## config.mk

```make
export PLATFORM = sky130hd
export DESIGN_NAME = bxcv_top
export DESIGN_NICKNAME = d
export VERILOG_FILES = /design/src/rtl/bxcv_pkg.sv /design/src/rtl/bxcv_top.sv /design/src/rtl/bxcv_fifo.sv
export SDC_FILE = /design/constraint.sdc
export NUM_CORES = 1
export LEC_CHECK = 0
export BUFFER_PORTS_ARGS = -buffer_cell sky130_fd_sc_hd__buf_4
export CAP_MARGIN = 20
export CORE_MARGIN = 2
export CORE_UTILIZATION = 55
export CTS_CLUSTER_DIAMETER = 200
export DETAILED_ROUTE_END_ITERATION = 10
export PLACE_DENSITY = 0.85
export SKIP_LAST_GASP = 1
export SYNTH_ARGS = -nofsm -noshare
export SYNTH_HDL_FRONTEND = slang
export SYNTH_HIERARCHICAL = 1
export SYNTH_SLANG_ARGS = --single-unit
```

## constraint.sdc

```tcl
create_clock -name CLOCK -period 6.1 [get_ports CLOCK]
set_input_delay 1.22 -clock CLOCK [delete_from_list [all_inputs] [get_ports CLOCK]]
set_output_delay 1.22 -clock CLOCK [all_outputs]
set_load 0.1 [all_outputs]
```

## src/rtl/bxcv_pkg.sv

```systemverilog
// Package for the bidirectional latched and registered transceiver.
// Assumes one system clock; both data directions share these types.
package bxcv_pkg;

  // Data path width in each direction
  localparam int DATA_W = 18;
  // Depth of the stream FIFO in the card-to-backplane path
  localparam int FIFO_DEPTH = 16;
  // Reset value of the data stores, data synchronisers and output data
  localparam logic [17:0] STORE_RST = 18'h00000;
  // Power-good reset value (low: outputs isolated)
  localparam logic PGOOD_RST = 1'b0;

  // Controls of one direction
  typedef struct packed {
    logic clock_enable_n;
    logic latch_enable;
    logic clock;
    logic output_enable_n;
  } bxcv_ctrl_t;

  // Control reset: enables inactive, clock taken as resting high
  localparam bxcv_ctrl_t CTRL_RST = '{1'b1, 1'b0, 1'b1, 1'b1};

  // Driven side of one port
  typedef struct packed {
    logic [17:0] data;
    logic oe;
  } bxcv_drive_t;

  // Storage mode of one direction
  typedef enum logic [1:0] {
    BXCV_TRANSPARENT,
    BXCV_CLOCKED,
    BXCV_INHIBIT
  } bxcv_mode_t;

endpackage

```

## src/rtl/bxcv_top.sv

```systemverilog
// Top of the 18-bit bidirectional transceiver, modelled on one system clock.
// Assumes control, data and power-good pins are asynchronous to CLOCK; each passes two flip-flops.
// Pin clocks are sampled and their rising edges detected as enables.
//
// Functional notes
// - Eighteen bits carried each way, never inverted.
// - Each direction owns clock enable, latch enable, clock, output enable.
// - A-to-B: enables low, rising clock stores card data onto backplane.
// - Falling latch enable closes path, holding data present then.
// - Latch enable high passes card data straight through.
// - Both enables low without clock edge keeps stored value.
// - Backplane outputs driven only while a-to-b output enable low.
// - Clock enable high, latch enable low: clock edges ignored.
// - Clock resting high holds old value, also if it rose while clock enable was high.
// - Backplane-to-card direction behaves identically with its own controls.
// - Outputs isolated while supply low; enables held high until ready.
`timescale 1ns/1ps
module bxcv_top (
  // Clock and reset
  input wire logic CLOCK,
  input wire logic SYS_RST,
  // Power status
  input wire logic POWER_GOOD,
  // Card-side port
  input wire logic [17:0] CARD_IN,
  output logic [17:0] CARD_OUT,
  output logic CARD_OE,
  // Backplane-side port
  input wire logic [17:0] BACK_IN,
  output logic [17:0] BACK_OUT,
  output logic BACK_OE,
  // A-to-B controls
  input wire logic A2B_CLOCK_ENABLE_N,
  input wire logic A2B_LATCH_ENABLE,
  input wire logic A2B_CLOCK,
  input wire logic A2B_OUTPUT_ENABLE_N,
  // B-to-A controls
  input wire logic B2A_CLOCK_ENABLE_N,
  input wire logic B2A_LATCH_ENABLE,
  input wire logic B2A_CLOCK,
  input wire logic B2A_OUTPUT_ENABLE_N,
  // Stream tap of stored card data
  output logic STREAM_VALID,
  input wire logic STREAM_READY,
  output logic [17:0] STREAM_DATA,
  output logic STREAM_OVERFLOW
);
  localparam int W = bxcv_pkg::DATA_W;
  // Per direction: 0 is a-to-b, 1 is b-to-a
  bxcv_pkg::bxcv_ctrl_t ctrl_pin [2];
  bxcv_pkg::bxcv_ctrl_t ctrl_s1 [2];
  bxcv_pkg::bxcv_ctrl_t ctrl [2];
  logic [W-1:0] din_s1 [2];
  logic [W-1:0] din [2];
  logic [W-1:0] store [2];
  logic clk_prev [2];
  logic clk_edge [2];
  bxcv_pkg::bxcv_mode_t mode [2];
  bxcv_pkg::bxcv_drive_t drive [2];
  logic pg_s1;
  logic pg;
  logic fifo_ready;
  logic a2b_captured;

  assign ctrl_pin[0] = '{A2B_CLOCK_ENABLE_N, A2B_LATCH_ENABLE, A2B_CLOCK, A2B_OUTPUT_ENABLE_N};
  assign ctrl_pin[1] = '{B2A_CLOCK_ENABLE_N, B2A_LATCH_ENABLE, B2A_CLOCK, B2A_OUTPUT_ENABLE_N};

  // Power-good synchroniser
  always_ff @(posedge CLOCK) begin
    if (SYS_RST) begin
      pg_s1 <= bxcv_pkg::PGOOD_RST;
      pg <= bxcv_pkg::PGOOD_RST;
    end else begin
      pg_s1 <= POWER_GOOD;
      pg <= pg_s1;
    end
  end

  genvar d;
  generate
    for (d = 0; d < 2; d++) begin : g_dir
      always_ff @(posedge CLOCK) begin
        if (SYS_RST) begin
          // Clock reset high: a pin resting high gives no false edge
          ctrl_s1[d] <= bxcv_pkg::CTRL_RST;
          ctrl[d] <= bxcv_pkg::CTRL_RST;
          din_s1[d] <= bxcv_pkg::STORE_RST;
          din[d] <= bxcv_pkg::STORE_RST;
          clk_prev[d] <= bxcv_pkg::CTRL_RST.clock;
        end else begin
          ctrl_s1[d] <= ctrl_pin[d];
          ctrl[d] <= ctrl_s1[d];
          din_s1[d] <= (d == 0) ? CARD_IN : BACK_IN;
          din[d] <= din_s1[d];
          clk_prev[d] <= ctrl[d].clock;
        end
      end

      assign clk_edge[d] = ctrl[d].clock && !clk_prev[d];

      // Mode decode
      always_comb begin
        if (ctrl[d].latch_enable) begin
          mode[d] = bxcv_pkg::BXCV_TRANSPARENT;
        end else if (!ctrl[d].clock_enable_n) begin
          mode[d] = bxcv_pkg::BXCV_CLOCKED;
        end else begin
          mode[d] = bxcv_pkg::BXCV_INHIBIT;
        end
      end

      always_ff @(posedge CLOCK) begin
        if (SYS_RST) begin
          store[d] <= bxcv_pkg::STORE_RST;
        end else begin
          unique case (mode[d])
            // transparent follow, last value held at fall
            bxcv_pkg::BXCV_TRANSPARENT: store[d] <= din[d];
            // capture on rising clock, hold otherwise
            bxcv_pkg::BXCV_CLOCKED: if (clk_edge[d]) begin
              store[d] <= din[d];
            end
            bxcv_pkg::BXCV_INHIBIT: store[d] <= store[d];
          endcase
        end
      end

      always_ff @(posedge CLOCK) begin
        if (SYS_RST) begin
          drive[d] <= '{bxcv_pkg::STORE_RST, 1'b0};
        end else begin
          drive[d].data <= (mode[d] == bxcv_pkg::BXCV_TRANSPARENT) ? din[d] : store[d];
          drive[d].oe <= pg && !ctrl[d].output_enable_n;
        end
      end
    end
  endgenerate

  assign BACK_OUT = drive[0].data;
  assign BACK_OE = drive[0].oe;
  assign CARD_OUT = drive[1].data;
  assign CARD_OE = drive[1].oe;

  // Stream tap: each clocked a-to-b capture is queued while the FIFO has room
  assign a2b_captured = (mode[0] == bxcv_pkg::BXCV_CLOCKED) && clk_edge[0];

  // Sticky overflow when a capture finds the FIFO full
  always_ff @(posedge CLOCK) begin
    if (SYS_RST) begin
      STREAM_OVERFLOW <= 1'b0;
    end else if (a2b_captured && !fifo_ready) begin
      STREAM_OVERFLOW <= 1'b1;
    end
  end

  bxcv_fifo #(.WIDTH(W), .DEPTH(bxcv_pkg::FIFO_DEPTH)) u_fifo (
    .clk(CLOCK),
    .rst(SYS_RST),
    .in_valid(a2b_captured),
    .in_ready(fifo_ready),
    .in_data(din[0]),
    .out_valid(STREAM_VALID),
    .out_ready(STREAM_READY),
    .out_data(STREAM_DATA)
  );

  // Checks
  // enable, isolation and data path
  a_back_oe_follow: assert property (@(posedge CLOCK) disable iff (SYS_RST)
    ctrl[0].output_enable_n |=> !BACK_OE)
    else $error("backplane driven while disabled");
  a_card_oe_follow: assert property (@(posedge CLOCK) disable iff (SYS_RST)
    ctrl[1].output_enable_n |=> !CARD_OE)
    else $error("card driven while disabled");
  a_pg_isolate: assert property (@(posedge CLOCK) disable iff (SYS_RST)
    !pg |=> !BACK_OE && !CARD_OE)
    else $error("outputs driven without power good");
  a_transp_pass: assert property (@(posedge CLOCK) disable iff (SYS_RST)
    ctrl[0].latch_enable |=> BACK_OUT == $past(din[0]))
    else $error("transparent path wrong");
  a_clk_capture: assert property (@(posedge CLOCK) disable iff (SYS_RST)
    mode[0] == bxcv_pkg::BXCV_CLOCKED && clk_edge[0] |=> store[0] == $past(din[0]))
    else $error("clock edge not captured");
  a_inhibit_hold: assert property (@(posedge CLOCK) disable iff (SYS_RST)
    mode[0] == bxcv_pkg::BXCV_INHIBIT |=> $stable(store[0]))
    else $error("inhibit changed store");
  a_latched_hold: assert property (@(posedge CLOCK) disable iff (SYS_RST)
    mode[0] == bxcv_pkg::BXCV_CLOCKED && !clk_edge[0] |=> $stable(store[0]))
    else $error("latched value changed");
  a_latch_fall: assert property (@(posedge CLOCK) disable iff (SYS_RST)
    $fell(ctrl[1].latch_enable) && !clk_edge[1] |-> store[1] == $past(din[1]))
    else $error("latch fall lost data");
  a_a2b_fall_hold: assert property (@(posedge CLOCK) disable iff (SYS_RST)
    $fell(ctrl[0].latch_enable) |-> store[0] == $past(din[0]))
    else $error("a-to-b latch fall lost data");
  a_b2a_capture: assert property (@(posedge CLOCK) disable iff (SYS_RST)
    mode[1] == bxcv_pkg::BXCV_CLOCKED && clk_edge[1] |=> store[1] == $past(din[1]))
    else $error("b-to-a clock edge not captured");
  a_store_drive: assert property (@(posedge CLOCK) disable iff (SYS_RST)
    mode[0] != bxcv_pkg::BXCV_TRANSPARENT |=> BACK_OUT == $past(store[0]))
    else $error("backplane data differs from store");
  a_b2a_inhibit: assert property (@(posedge CLOCK) disable iff (SYS_RST)
    mode[1] == bxcv_pkg::BXCV_INHIBIT |=> $stable(store[1]))
    else $error("b-to-a inhibit changed store");
  c_b2a_clocked: cover property (@(posedge CLOCK)
    mode[1] == bxcv_pkg::BXCV_CLOCKED && clk_edge[1]);
  c_transparent: cover property (@(posedge CLOCK) BACK_OE && mode[0] == bxcv_pkg::BXCV_TRANSPARENT);
  c_clocked: cover property (@(posedge CLOCK) a2b_captured ##1 BACK_OE);
  c_fifo_full: cover property (@(posedge CLOCK) !fifo_ready);
endmodule // bxcv_top

```

## src/rtl/bxcv_fifo.sv

```systemverilog
// Synchronous FIFO with valid/ready on both sides.
// Assumes one clock and a synchronous active-high reset.
`timescale 1ns/1ps
module bxcv_fifo #(
  parameter int WIDTH = 18,
  parameter int DEPTH = 16
) (
  // Clock and reset
  input wire logic clk,
  input wire logic rst,
  // Fill side
  input wire logic in_valid,
  output logic in_ready,
  input wire logic [WIDTH-1:0] in_data,
  // Drain side
  output logic out_valid,
  input wire logic out_ready,
  output logic [WIDTH-1:0] out_data
);
  localparam int AW = $clog2(DEPTH);
  logic [WIDTH-1:0] mem [DEPTH];
  logic [AW:0] wr_ptr;
  logic [AW:0] rd_ptr;
  logic push;
  logic pop;

  // Honest full and empty flags
  assign in_ready = (wr_ptr - rd_ptr) != (AW+1)'(DEPTH);
  assign out_valid = wr_ptr != rd_ptr;
  assign push = in_valid && in_ready;
  assign pop = out_valid && out_ready;
  assign out_data = mem[rd_ptr[AW-1:0]];

  // Storage write
  always_ff @(posedge clk) begin
    if (push) begin
      mem[wr_ptr[AW-1:0]] <= in_data;
    end
  end

  // Pointers
  always_ff @(posedge clk) begin
    if (rst) begin
      wr_ptr <= '0;
      rd_ptr <= '0;
    end else begin
      if (push) begin
        wr_ptr <= wr_ptr + 1'b1;
      end
      if (pop) begin
        rd_ptr <= rd_ptr + 1'b1;
      end
    end
  end
endmodule // bxcv_fifo

```

==> results of run 1 <==
worst paths after layout:
check / end / cells past startpoint / slack (ns)
hold / removal: drive[0][0] / 1 / 0.40
setup reg to reg: u_fifo/mem[13][8] / 9 / 2.55
setup / recovery: STREAM_DATA[6] / 4 / 1.71
hold reg to reg: drive[0][0] / 1 / 0.40
per-layer routing:
metal	wire (um)	vias up
met4	866	0
met3	2390	67
met1	14500	4372
met2	17600	382
li1	-	3830
met5	0	-
cell usage after synthesis (all sizes together), types with 2 or more instances:
master | n | share of area (%)
a211oi | 36 | 2.1
a21oi | 6 | 0.18
and2 | 2 | 0.073
and3 | 14 | 0.51
buf | 31 | 1.0
clkbuf | 23 | 0.51
dfxtp | 145 | 17
edfxtp | 324 | 57
ha | 9 | 0.66
inv | 44 | 0.96
mux2i | 36 | 2.1
mux4 | 90 | 12
nand2 | 5 | 0.11
nand2b | 3 | 0.11
nand3 | 4 | 0.12
nand4 | 2 | 0.073
nor2 | 52 | 1.1
nor2b | 83 | 3.1
o21a | 2 | 0.088
o21ai | 4 | 0.12
or2 | 14 | 0.51
xnor2 | 5 | 0.26
logic make-up (layout without fill, tap and decap cells):
group,after synthesis,after routing
DFF,469,469
and+or+nand+nor,187,187
muxes,127,127
buffers and inverters,98,258
AOI/OAI and AO/OA,53,53
adders and majority gates,9,9
xor gates and xnor gates,6,6
worst max-delay path: cells and delay by family, from the launching register on:
family	cells	cell delay, ns
mux	2	0.94
flops	1	0.91
buf+inv	2	0.75
cell type report:
class | instances | area [um2]
inverters | 44 | 165
well taps | 396 | 495
clock buffers | 67 | 1360
fillers | 1985 | 10800
multi-input cells | 382 | 4090
clock inverters | 14 | 85.1
flip-flops and latches | 469 | 12600
repair buffers | 133 | 1040
stage by stage:
stage / hold WS [ns] / std cells / util [%]
finish: 0.395 / 1505 / 64.8
global route: 0.419 / 1505 / 64.8
CTS: 0.397 / 1503 / 64.6
detailed placement: 0.386 / 1422 / 59.9
global placement: 0.388 / 1421 / 59.9
floorplan: 0.368 / 949 / -
power groups by stage:
stage | logic, mW | registers (mW) | clock network, mW
after floorplan | 0.0916 | 3.62 | 0
after global placement | 0.227 | 3.55 | 0
after detailed placement | 0.231 | 3.55 | 0
after CTS | 0.232 | 3.48 | 2.71
after global routing | 0.249 | 3.49 | 2.84
final | 0.235 | 3.48 | 2.68
state kept, by name (all words and copies together) (netlist names), named ones only:
signal and cells:
din_s1 36, ctrl 8, ctrl_s1 8, u_fifo/wr_ptr 5, pg_s1 1, drive 38
STREAM_OVERFLOW 1, clk_prev 2, pg 1, store 36, u_fifo/rd_ptr 5, u_fifo/mem 288
din 36
==> parameters.txt, run 1 <==
Parameter                              Value

Outcome
  Run status ... finished, final reports clean

Clock tree
  Clock Sink Count ... 469
  Clock root buffer ... sky130_fd_sc_hd__clkbuf_16
  Worst-path clk slew ... 0.06 ns
  Clock buffers created by TritonCTS ... 45
  Clk Latency, worst-skew pair ... 0.54 ns
  Number of cells upsized or downsized after cts ... 0
  CTS H-Tree Depth ... 2
  Longest Clk Path Bufs ... 3
  Total setup buffers inserted after CTS ... 0
  Hold-fix buffers, CTS ... 0
  Clock tree from TritonCTS ... built

Setup path
  Reg-to-reg critical path startpoint ... u_fifo/wr_ptr[0]
  Req. time, crit path ... 4.88 ns
  Worst EP arrival ... 3.17 ns
  Crit path max fanout ... 31
  Library cell contributing the largest single delay on the critical path ... sky130_fd_sc_hd__dfxtp_2
  Cells along the critical path ... buf_4, mux4_2, mux4_2, buf_4
  Path type of the worst setup path ... reg -> out
  Critical path's largest stage delay ... between 0.9 and 1 ns
  Sort of element at the start of the critical path ... flop
  Endpoint class of the critical path ... primary output

Logic synthesis
  Async S/R FF share, synth ... 0%
  Synthesized flop and latch total ... approximately 470
  Synthesized-area fraction occupied by ao, oa, aoi and oai cells ... 2.72%
  Proportion of synthesized area in mux cells ... 14.0%
  Post-Synthesis Mean Instance Area ... 18.1 um2
  Seq/Total Area, Yosys ... 73.7%
  Main synth FF type ... sky130_fd_sc_hd__edfxtp_1
  Dominant combinational cell family by area after synthesis ... multiplexers
  Post-synth EDFFs ... 324
  Synth Area in Adders ... 0.657%
  Syn Nets ... approximately 1,000
  Number of distinct library cells after synthesis ... 44
  Synthesized instance count ... 949
  Summed instance area of the synthesized netlist ... 17,100 um2
  Post-Synth XOR/XNOR Area ... 0.307%
  Synth Area in Simple Gates ... 6.12%
  Yosys warning total ... 6

Power
  Overall power of the completed layout ... 6.40 mW
  Proportion of power drawn by the clock network ... 41.9%
  Peak ir drop on the vdd network ... around 0.23 mV
  Switching part of the total ... roughly a fifth
  Leakage power summed over all cells ... 6.81 nW
  Reg power frac ... 54.4%
  Internal power ... 5.06 mW
  Comb power frac ... 3.7%
  Switch Pwr ... 1.34 mW
  Power density relative to cell area ... 322 nW/um2

GRT
  Met2 track utilization from global routing ... 36.5%
  Most congested layer reported by global routing ... met2
  Grt met3 use ... 3.42%
  Via count of the first global-routing pass ... 8,942
  M1 GR Usage ... between 30% and 40%
  Initial antenna violation count ... 0
  GRT Overall Usage ... 21.9%
  Wire length of the first global-routing pass ... 53,800 um
  Gr ovfl total ... 0
  Maximum number of pins on one net before global-route repair ... 101

Placed design
  Buffers added on ports ... 105
  Cell area reported after detailed placement ... 18,400 um2
  Placer congestion estimate ... 0.730
  Pre-CTS setup slack ... around 2.1 ns
  HPWL after detailed placement ... 19,700 um

Floorplan
  Die Ht ... approximately 180 um
  Row Count ... 64
  Initial core utilization ... 55.9%
  Number of I/O pins ... 106
  Die area ... 32,600 um2
  Core Box Area ... 30,700 um2
  Chip width ... 181 um

Timing
  Max-slew violation count ... 0
  Clock skew after layout ... 0.0131 ns
  # setup viols final ... 0
  Setup repair after global routing missed its margin ... no
  Final worst path period share ... 71.9%
  Headroom to the max-slew limit ... between 40% and 50%
  Worst path setup slack after routing ... roughly 1.7 ns
  Total negative slack ... 0 ns
  Slew of the pin with the lowest slew margin ... about 0.9 ns
  Final hold violation count ... 0
  Crit path time final ... 4.39 ns
  Maximum frequency from static timing analysis ... around 230 MHz

Drt
  DRC Markers ... 0
  DRT iter0 DRCs ... approximately 880
  Count of vias placed by the detailed router ... 8,651
  Post-DR wirelength/cell ... around 23 um
  Number of nets with antenna violations after routing ... 0
  Drt first pass iters ... 5
  Routed vias/inst ... 5.75
  Wire length after detailed routing ... 35,300 um

Finish
  Fraction of final layout cells with drive strength greater than 1 ... 29.8%
  Total Nets Final ... 1,132
  Area growth syn-to-layout ... 15.9%
  Finished layout cell area ... 19,900 um2
  Commonest cells after routing, fill and taps aside ... sky130_fd_sc_hd__edfxtp_1, sky130_fd_sc_hd__dfxtp_1, sky130_fd_sc_hd__buf_4
  Commonest non-fill, non-tap cell in the layout ... sky130_fd_sc_hd__edfxtp_1
  Diodes inserted ... 0

Hold path
  Hold WC Path Type ... reg -> reg
  Source of the worst hold timing path ... ctrl[0][0]

Job
  Max-cap check violation count ... 0
Power figures use the tool's default switching activity.
==> inputs of run 2 (changes only) <==
==> constraint.sdc (replaced) <==
create_clock -name CLOCK -period 4.5 [get_ports CLOCK]
set_input_delay 0.9 -clock CLOCK [delete_from_list [all_inputs] [get_ports CLOCK]]
set_output_delay 0.9 -clock CLOCK [all_outputs]
set_load 0.1 [all_outputs]
==> parameters.txt, run 2 (same netlist as run 1, synthesis figures left out) <==
Parameter                              Value

Power
  Internal power ... 7.02 mW (+39%)
  Peak ir drop on the vdd network ... 0.325 mV (+44%)
  Leakage power summed over all cells ... 6.87 nW (+0.78%)
  Power density relative to cell area ... 442 nW/um2 (+37%)
  Proportion of power drawn by the clock network ... 43.0% (+1.1 points)
  Comb power frac ... 3.6% (about the same)
  Switching part of the total ... 20.5% (-0.34 points)
  Reg power frac ... 53.5% (-0.9 points)
  Switch Pwr ... 1.81 mW (+36%)

Drt
  DRT iter0 DRCs ... 737 (-16%)
  Routed vias/inst ... 5.63 (-2.0%)
  DRC Markers ... 0 (unchanged)
  Drt first pass iters ... 4 (-1)
  Post-DR wirelength/cell ... 22.8 um (-2.8%)
  Count of vias placed by the detailed router ... 8,495 (-1.8%)
  Wire length after detailed routing ... 34,400 um (-2.6%)
  Number of nets with antenna violations after routing ... 0 (unchanged)

Clock tree
  Clock tree from TritonCTS ... built
  Total setup buffers inserted after CTS ... 0 (unchanged)
  Clock root buffer ... sky130_fd_sc_hd__clkbuf_16
  CTS H-Tree Depth ... 2 (unchanged)
  Clock buffers created by TritonCTS ... 45 (unchanged)
  Worst-path clk slew ... 0.06 ns (about the same)
  Clk Latency, worst-skew pair ... 0.55 ns (about the same)
  Number of cells upsized or downsized after cts ... 0 (unchanged)
  Longest Clk Path Bufs ... 3 (unchanged)
  Hold-fix buffers, CTS ... 0 (unchanged)
  Clock Sink Count ... 469 (unchanged)

Placed design
  HPWL after detailed placement ... 19,600 um (-0.72%)
  Pre-CTS setup slack ... 1.10 ns (-0.962 ns)
  Placer congestion estimate ... 0.762 (+4.3%)
  Cell area reported after detailed placement ... 18,400 um2 (+0.22%)
  Buffers added on ports ... 105 (unchanged)

Finish
  Finished layout cell area ... 20,000 um2 (+0.52%)
  Commonest non-fill, non-tap cell in the layout ... sky130_fd_sc_hd__edfxtp_1
  Flip-flop count of the largest register after layout ... 288 (unchanged)
  Commonest cells after routing, fill and taps aside ... sky130_fd_sc_hd__edfxtp_1, sky130_fd_sc_hd__dfxtp_1, sky130_fd_sc_hd__buf_4
  Filler cell count ... 1,997 (+0.60%)
  Diodes inserted ... 0 (unchanged)
  Area growth syn-to-layout ... 16.5%
  Final core area utilization ... 65.1% (+0.34 points)
  Fraction of final layout cells with drive strength greater than 1 ... 30.2% (+0.37 points)
  Total Nets Final ... 1,132 (unchanged)

Timing
  Clock skew after layout ... 0.0260 ns (+0.0128 ns)
  Slew of the pin with the lowest slew margin ... 0.910 ns (+0.0265 ns)
  Headroom to the max-slew limit ... 39.2% (-1.8 points)
  Total negative slack ... 0 ns (unchanged)
  Max-slew violation count ... 0 (unchanged)
  Final hold violation count ... 0 (unchanged)
  Crit path time final ... 3.97 ns
  Maximum frequency from static timing analysis ... 252 MHz
  # setup viols final ... 0 (unchanged)
  Setup repair after global routing missed its margin ... no
  Final worst path period share ... about nine tenths
  Worst path setup slack after routing ... 0.525 ns (-1.19 ns)

Setup path
  Req. time, crit path ... 3.60 ns (-1.28 ns)
  Register-to-register setup slack ... 1.11 ns (-1.44 ns)
  Sort of element at the start of the critical path ... flop
  Worst EP arrival ... 3.07 ns (-0.10 ns)
  Endpoint class of the critical path ... primary output
  Path type of the worst setup path ... reg -> out
  Crit path max fanout ... 27 (-13%)

GRT
  Via count of the first global-routing pass ... 8,797 (-1.6%)
  Gr ovfl total ... 0 (unchanged)
  Wire length of the first global-routing pass ... 52,400 um (-2.6%)
  Initial antenna violation count ... 0 (unchanged)
  GRT Overall Usage ... 21.4% (-0.58 points)
  Maximum number of pins on one net before global-route repair ... 103 (+2.0%)

Floorplan
  Initial core utilization ... 55.9% (unchanged)
  Die area ... 32,600 um2 (unchanged)
  Row Count ... 64 (unchanged)
  Core Box Area ... 30,700 um2 (unchanged)
  Number of I/O pins ... 106 (unchanged)
  Chip width ... 181 um (unchanged)
  Die Ht ... 181 um (unchanged)

Job
  Max-cap check violation count ... 0 (unchanged)

Hold path
  Hold WC Path Type ... reg -> reg

Outcome
  Run status ... finished, final reports clean
==> run 2: per-stage QoR <==
stage          hold slack (ns)  total power [mW]  std cells
4_1_cts                  0.390              8.89       1507
3_5_place_dp             0.378              5.13       1423
3_3_place_gp             0.388              5.12       1421
2_1_floorplan            0.368              5.02        949
5_1_grt                  0.414              9.09       1508
6_report                 0.390              8.83       1508
==> run 2: layer usage <==
| layer | part of all wire [%] | routed length, um | track usage [%] | up-vias |
|---|---|---|---|---|
| met2 | 51 | 17600 | 36.7 | 331 |
| met1 | 39 | 13300 | 27.4 | 4275 |
| met4 | 2.6 | 889 | 6.29 | 0 |
| met5 | 0 | 0 | 0 | - |
| met3 | 7.5 | 2580 | 4.83 | 62 |
| li1 | - | - | - | 3827 |
==> run 2: layout make-up <==
cell class | instances | area, um2 | share of cell area [%]
clock buffer | 62 | 1330 | 6.68
tap | 396 | 495 | 2.48
clock inverter | 22 | 190 | 0.952
multi-input combinational | 382 | 4090 | 20.5
timing repair buffer | 133 | 1060 | 5.30
inverter | 44 | 165 | 0.827
sequential | 469 | 12600 | 63.3
==> run 2: final timing paths <==
| kind | to | startpoint | depth (start not counted) |
|---|---|---|---|
| max | STREAM_DATA[15] | flop | 4 |
| min | drive[0][0] | ctrl[0][0] | 1 |
| max reg2reg | u_fifo/mem[10][1] | u_fifo/rd_ptr[1] | 9 |
| min reg2reg | drive[0][0] | ctrl[0][0] | 1 |
==> run 2: power groups by stage <==
stage / registers (mW) / clock network (mW) / logic, mW
after global placement: 4.81 / 0 / 0.307
after CTS: 4.72 / 3.86 / 0.315
after detailed placement: 4.81 / 0 / 0.313
final: 4.72 / 3.79 / 0.316
after floorplan: 4.90 / 0 / 0.124
after global routing: 4.73 / 4.03 / 0.335
==> run 2: critical path: stages (launching register included) <==
cell and delay [ns]:
sky130_fd_sc_hd__dfxtp_4 0.73, sky130_fd_sc_hd__buf_4 0.42, sky130_fd_sc_hd__mux4_2 0.58, sky130_fd_sc_hd__mux4_2 0.52, sky130_fd_sc_hd__buf_4 0.26
==> inputs of run 3 (changes only) <==
--- a/config.mk
+++ b/config.mk
@@ -5,6 +5,7 @@
 export SDC_FILE = /design/constraint.sdc
 export NUM_CORES = 1
 export LEC_CHECK = 0
+export ABC_AREA = 1
 export BUFFER_PORTS_ARGS = -buffer_cell sky130_fd_sc_hd__buf_4
 export CAP_MARGIN = 20
 export CORE_MARGIN = 2
==> parameters.txt, run 3 <==
Parameter                              Value

Logic synthesis
  Async S/R FF share, synth ... 0% (unchanged)
  Main synth FF type ... sky130_fd_sc_hd__edfxtp_1
  Most used standard cell by instance count after synthesis ... sky130_fd_sc_hd__nor2_1
  Seq/Total Area, Yosys ... 72.1% (-1.6 points)
  Synthesized instance count ... 1,501 (+58%)
  Number of distinct library cells after synthesis ... 30 (-32%)
  Yosys warning total ... 6 (unchanged)
  Synthesized flop and latch total ... 469 (unchanged)
  Yosys top cell area share ... 55.5% (-1.2 points)
  Largest cells by area after synthesis ... sky130_fd_sc_hd__edfxtp_1, sky130_fd_sc_hd__dfxtp_1, sky130_fd_sc_hd__nor2_1
  Post-Synthesis Mean Instance Area ... 11.7 um2 (-35%)
  Top cell types by occurrence after synthesis ... sky130_fd_sc_hd__nor2_1, sky130_fd_sc_hd__edfxtp_1, sky130_fd_sc_hd__o21ai_0, sky130_fd_sc_hd__dfxtp_1, sky130_fd_sc_hd__inv_1
  Cell accounting for the most synthesized area ... sky130_fd_sc_hd__edfxtp_1
  Summed instance area of the synthesized netlist ... 17,500 um2 (+2.2%)
  Post-synth EDFFs ... 324 (unchanged)
  Syn Nets ... 1,558 (+55%)

Setup path
  Cells along the critical path ... buf_4, o21ai_0, o21ai_1, o211ai_1, nand2_1, buf_4
  Worst EP arrival ... 3.25 ns (+0.18 ns)
  Critical path's largest stage delay ... 0.78 ns (+0.05 ns)
  Crit path max fanout ... 76 (+180%)
  Sort of element at the start of the critical path ... flop
  Library cell contributing the largest single delay on the critical path ... sky130_fd_sc_hd__dfxtp_4
  Endpoint class of the critical path ... primary output
  Req. time, crit path ... 3.60 ns (about the same)
  Most repeated library cell on the critical path ... sky130_fd_sc_hd__buf_4
  Path type of the worst setup path ... reg -> out

Timing
  Total negative slack ... 0 ns (unchanged)
  Clock skew after layout ... 0.0169 ns (-0.00910 ns)
  Setup repair after global routing missed its margin ... no
  Slew of the pin with the lowest slew margin ... 1.11 ns (+0.200 ns)
  Headroom to the max-slew limit ... 25.9% (-13 points)
  Maximum frequency from static timing analysis ... 241 MHz (-4.2%)
  Crit path time final ... 4.15 ns (+0.174 ns)
  Worst path setup slack after routing ... 0.351 ns (-0.174 ns)
  Worst hold slack ... 0.385 ns (-0.00507 ns)
  # setup viols final ... 0 (unchanged)
  Final worst path period share ... 92.2% (+3.9 points)
  Max-slew violation count ... 0 (unchanged)
  Final hold violation count ... 0 (unchanged)

GRT
  GRT Overall Usage ... 24.0% (+2.6 points)
  Via count of the first global-routing pass ... 11,500 (+31%)
  Maximum number of pins on one net before global-route repair ... 145 (+41%)
  Gr ovfl total ... 0 (unchanged)
  Wire length of the first global-routing pass ... 61,900 um (+18%)
  Initial antenna violation count ... 0 (unchanged)

Clock tree
  Clock root buffer ... sky130_fd_sc_hd__clkbuf_16
  Clk Latency, worst-skew pair ... 0.54 ns (about the same)
  Number of cells upsized or downsized after cts ... 0 (unchanged)
  Clock Sink Count ... 469 (unchanged)
  Total setup buffers inserted after CTS ... 0 (unchanged)
  Clock tree from TritonCTS ... built
  CTS H-Tree Depth ... 2 (unchanged)
  Worst-path clk slew ... 0.06 ns (about the same)
  Clock buffers created by TritonCTS ... 45 (unchanged)
  Hold-fix buffers, CTS ... 0 (unchanged)
  Longest Clk Path Bufs ... 3 (unchanged)

Drt
  Count of vias placed by the detailed router ... 11,600 (+37%)
  Number of nets with antenna violations after routing ... 0 (unchanged)
  DRC Markers ... 0 (unchanged)
  Post-DR wirelength/cell ... 19.6 um (-14%)
  DRT iter0 DRCs ... 1,475 (+100%)
  Wire length after detailed routing ... 39,800 um (+16%)
  Routed vias/inst ... 5.71 (+1.3%)
  Drt first pass iters ... 5 (+1)

Finish
  Fraction of final layout cells with drive strength greater than 1 ... 14.5% (-16 points)
  Filler cell count ... 2,195 (+9.9%)
  Area of combinational cells with multiple inputs ... 3890 um2 (-4.8%)
  Final core area utilization ... 63.8% (-1.3 points)
  Total Nets Final ... 1,652 (+46%)
  Post-route non-filler standard cell count ... 2,032 (+35%)
  Commonest non-fill, non-tap cell in the layout ... sky130_fd_sc_hd__nor2_1
  Flip-flop count of the largest register after layout ... 288 (unchanged)
  Finished layout cell area ... 20,100 um2 (+0.50%)
  Area growth syn-to-layout ... 14.6%
  Commonest cells after routing, fill and taps aside ... sky130_fd_sc_hd__nor2_1, sky130_fd_sc_hd__edfxtp_1, sky130_fd_sc_hd__o21ai_0
  Register cell area after layout ... 12,600 um2 (about the same)
  Diodes inserted ... 0 (unchanged)

Job
  Max-cap check violation count ... 0 (unchanged)

Floorplan
  Row Count ... 65 (+1.6%)
  Die Ht ... 182 um (+1.1%)
  Chip width ... 182 um (+1.1%)
  Core Box Area ... 31,500 um2 (+2.6%)
  Initial core utilization ... 55.7% (-0.23 points)
  Die area ... 33,300 um2 (+2.1%)
  Number of I/O pins ... 106 (unchanged)

Placed design
  Cell area reported after detailed placement ... 18,600 um2 (+0.84%)
  HPWL after detailed placement ... 21,900 um (+12%)
  Cell count after placement ... 1,949 (+37%)
  Buffers added on ports ... 105 (unchanged)
  Placer congestion estimate ... 0.840 (+10%)
  Pre-CTS setup slack ... 1.11 ns (+0.00604 ns)

Power
  Leakage power summed over all cells ... 7.38 nW (+7.5%)
  Power density relative to cell area ... 474 nW/um2 (+7.3%)
  Overall power of the completed layout ... 9.52 mW (+7.8%)
  Peak ir drop on the vdd network ... 0.341 mV (+5.0%)

Outcome
  Run status ... finished, final reports clean

Hold path
  Hold WC Path Type ... reg -> reg
[run 3: cell types whose count changed after synthesis, moves of 71 or more]
| cell | before | now |
|---|---|---|
| sky130_fd_sc_hd__nor2_1 | 52 | 327 |
| sky130_fd_sc_hd__inv_1 | 43 | 142 |
| sky130_fd_sc_hd__o211ai_1 | 1 | 72 |
| sky130_fd_sc_hd__o21ai_0 | 4 | 189 |
| sky130_fd_sc_hd__nor2b_1 | 82 | 0 |
| sky130_fd_sc_hd__mux4_2 | 90 | 0 |
[run 3: area by class of cell]
class | count | area share (%)
flip-flops and latches | 469 | 63.0
multi-input cells | 802 | 19.4
clock buffers | 59 | 6.39
repair buffers | 129 | 4.99
inverters | 148 | 2.80
well taps | 402 | 2.51
clock inverters | 23 | 0.935
[run 3: report_power, final]
group	internal (mW)	leakage, nW	switching [mW]	total (mW)
registers	4.67	4.22	0.102	4.78
logic	0.254	2.43	0.771	1.02
clock network	2.18	0.728	1.54	3.72
total	7.10	7.38	2.42	9.52
[run 3: path summary, 6_finish.rpt]
| path | from | cells after the start | end | slack (ns) |
|---|---|---|---|---|
| min | ctrl[1][0] | 1 | drive[1][0] | 0.38 |
| max | flop | 6 | STREAM_DATA[5] | 0.35 |
| min reg2reg | ctrl[1][0] | 1 | drive[1][0] | 0.38 |
| max reg2reg | u_fifo/rd_ptr[2] | 12 | u_fifo/mem[9][11] | 1.44 |
[run 3: logic make-up after synthesis]
logic type / count (synthesis) / share of synthesized area [%]
AOI/OAI and AO/OA: 322 / 10.3
xor gates and xnor gates: 2 / 0.100
adders and majority gates: 9 / 0.643
buffers and inverters: 230 / 6.06
DFF: 469 / 72.1
and+or+nand+nor: 469 / 10.8
[run 3: critical path, delay by kind of cell, from the launching register on]
kind                   cells  cell delay (ns)
buffers and inverters      2             1.00
AOI/OAI and AO/OA          3             0.68
and+or+nand+nor            1             0.20
DFF                        1             0.78
[run 3: routing by layer]
| layer | part of all wire (%) | up-vias | wire (um) | global-route usage [%] |
|---|---|---|---|---|
| met4 | 2.8 | 0 | 1130 | 7.52 |
| li1 | - | 5307 | - | - |
| met5 | 0 | - | 0 | 0 |
| met2 | 49 | 679 | 19400 | 40.0 |
| met3 | 10 | 106 | 4040 | 5.07 |
| met1 | 38 | 5507 | 15200 | 31.7 |
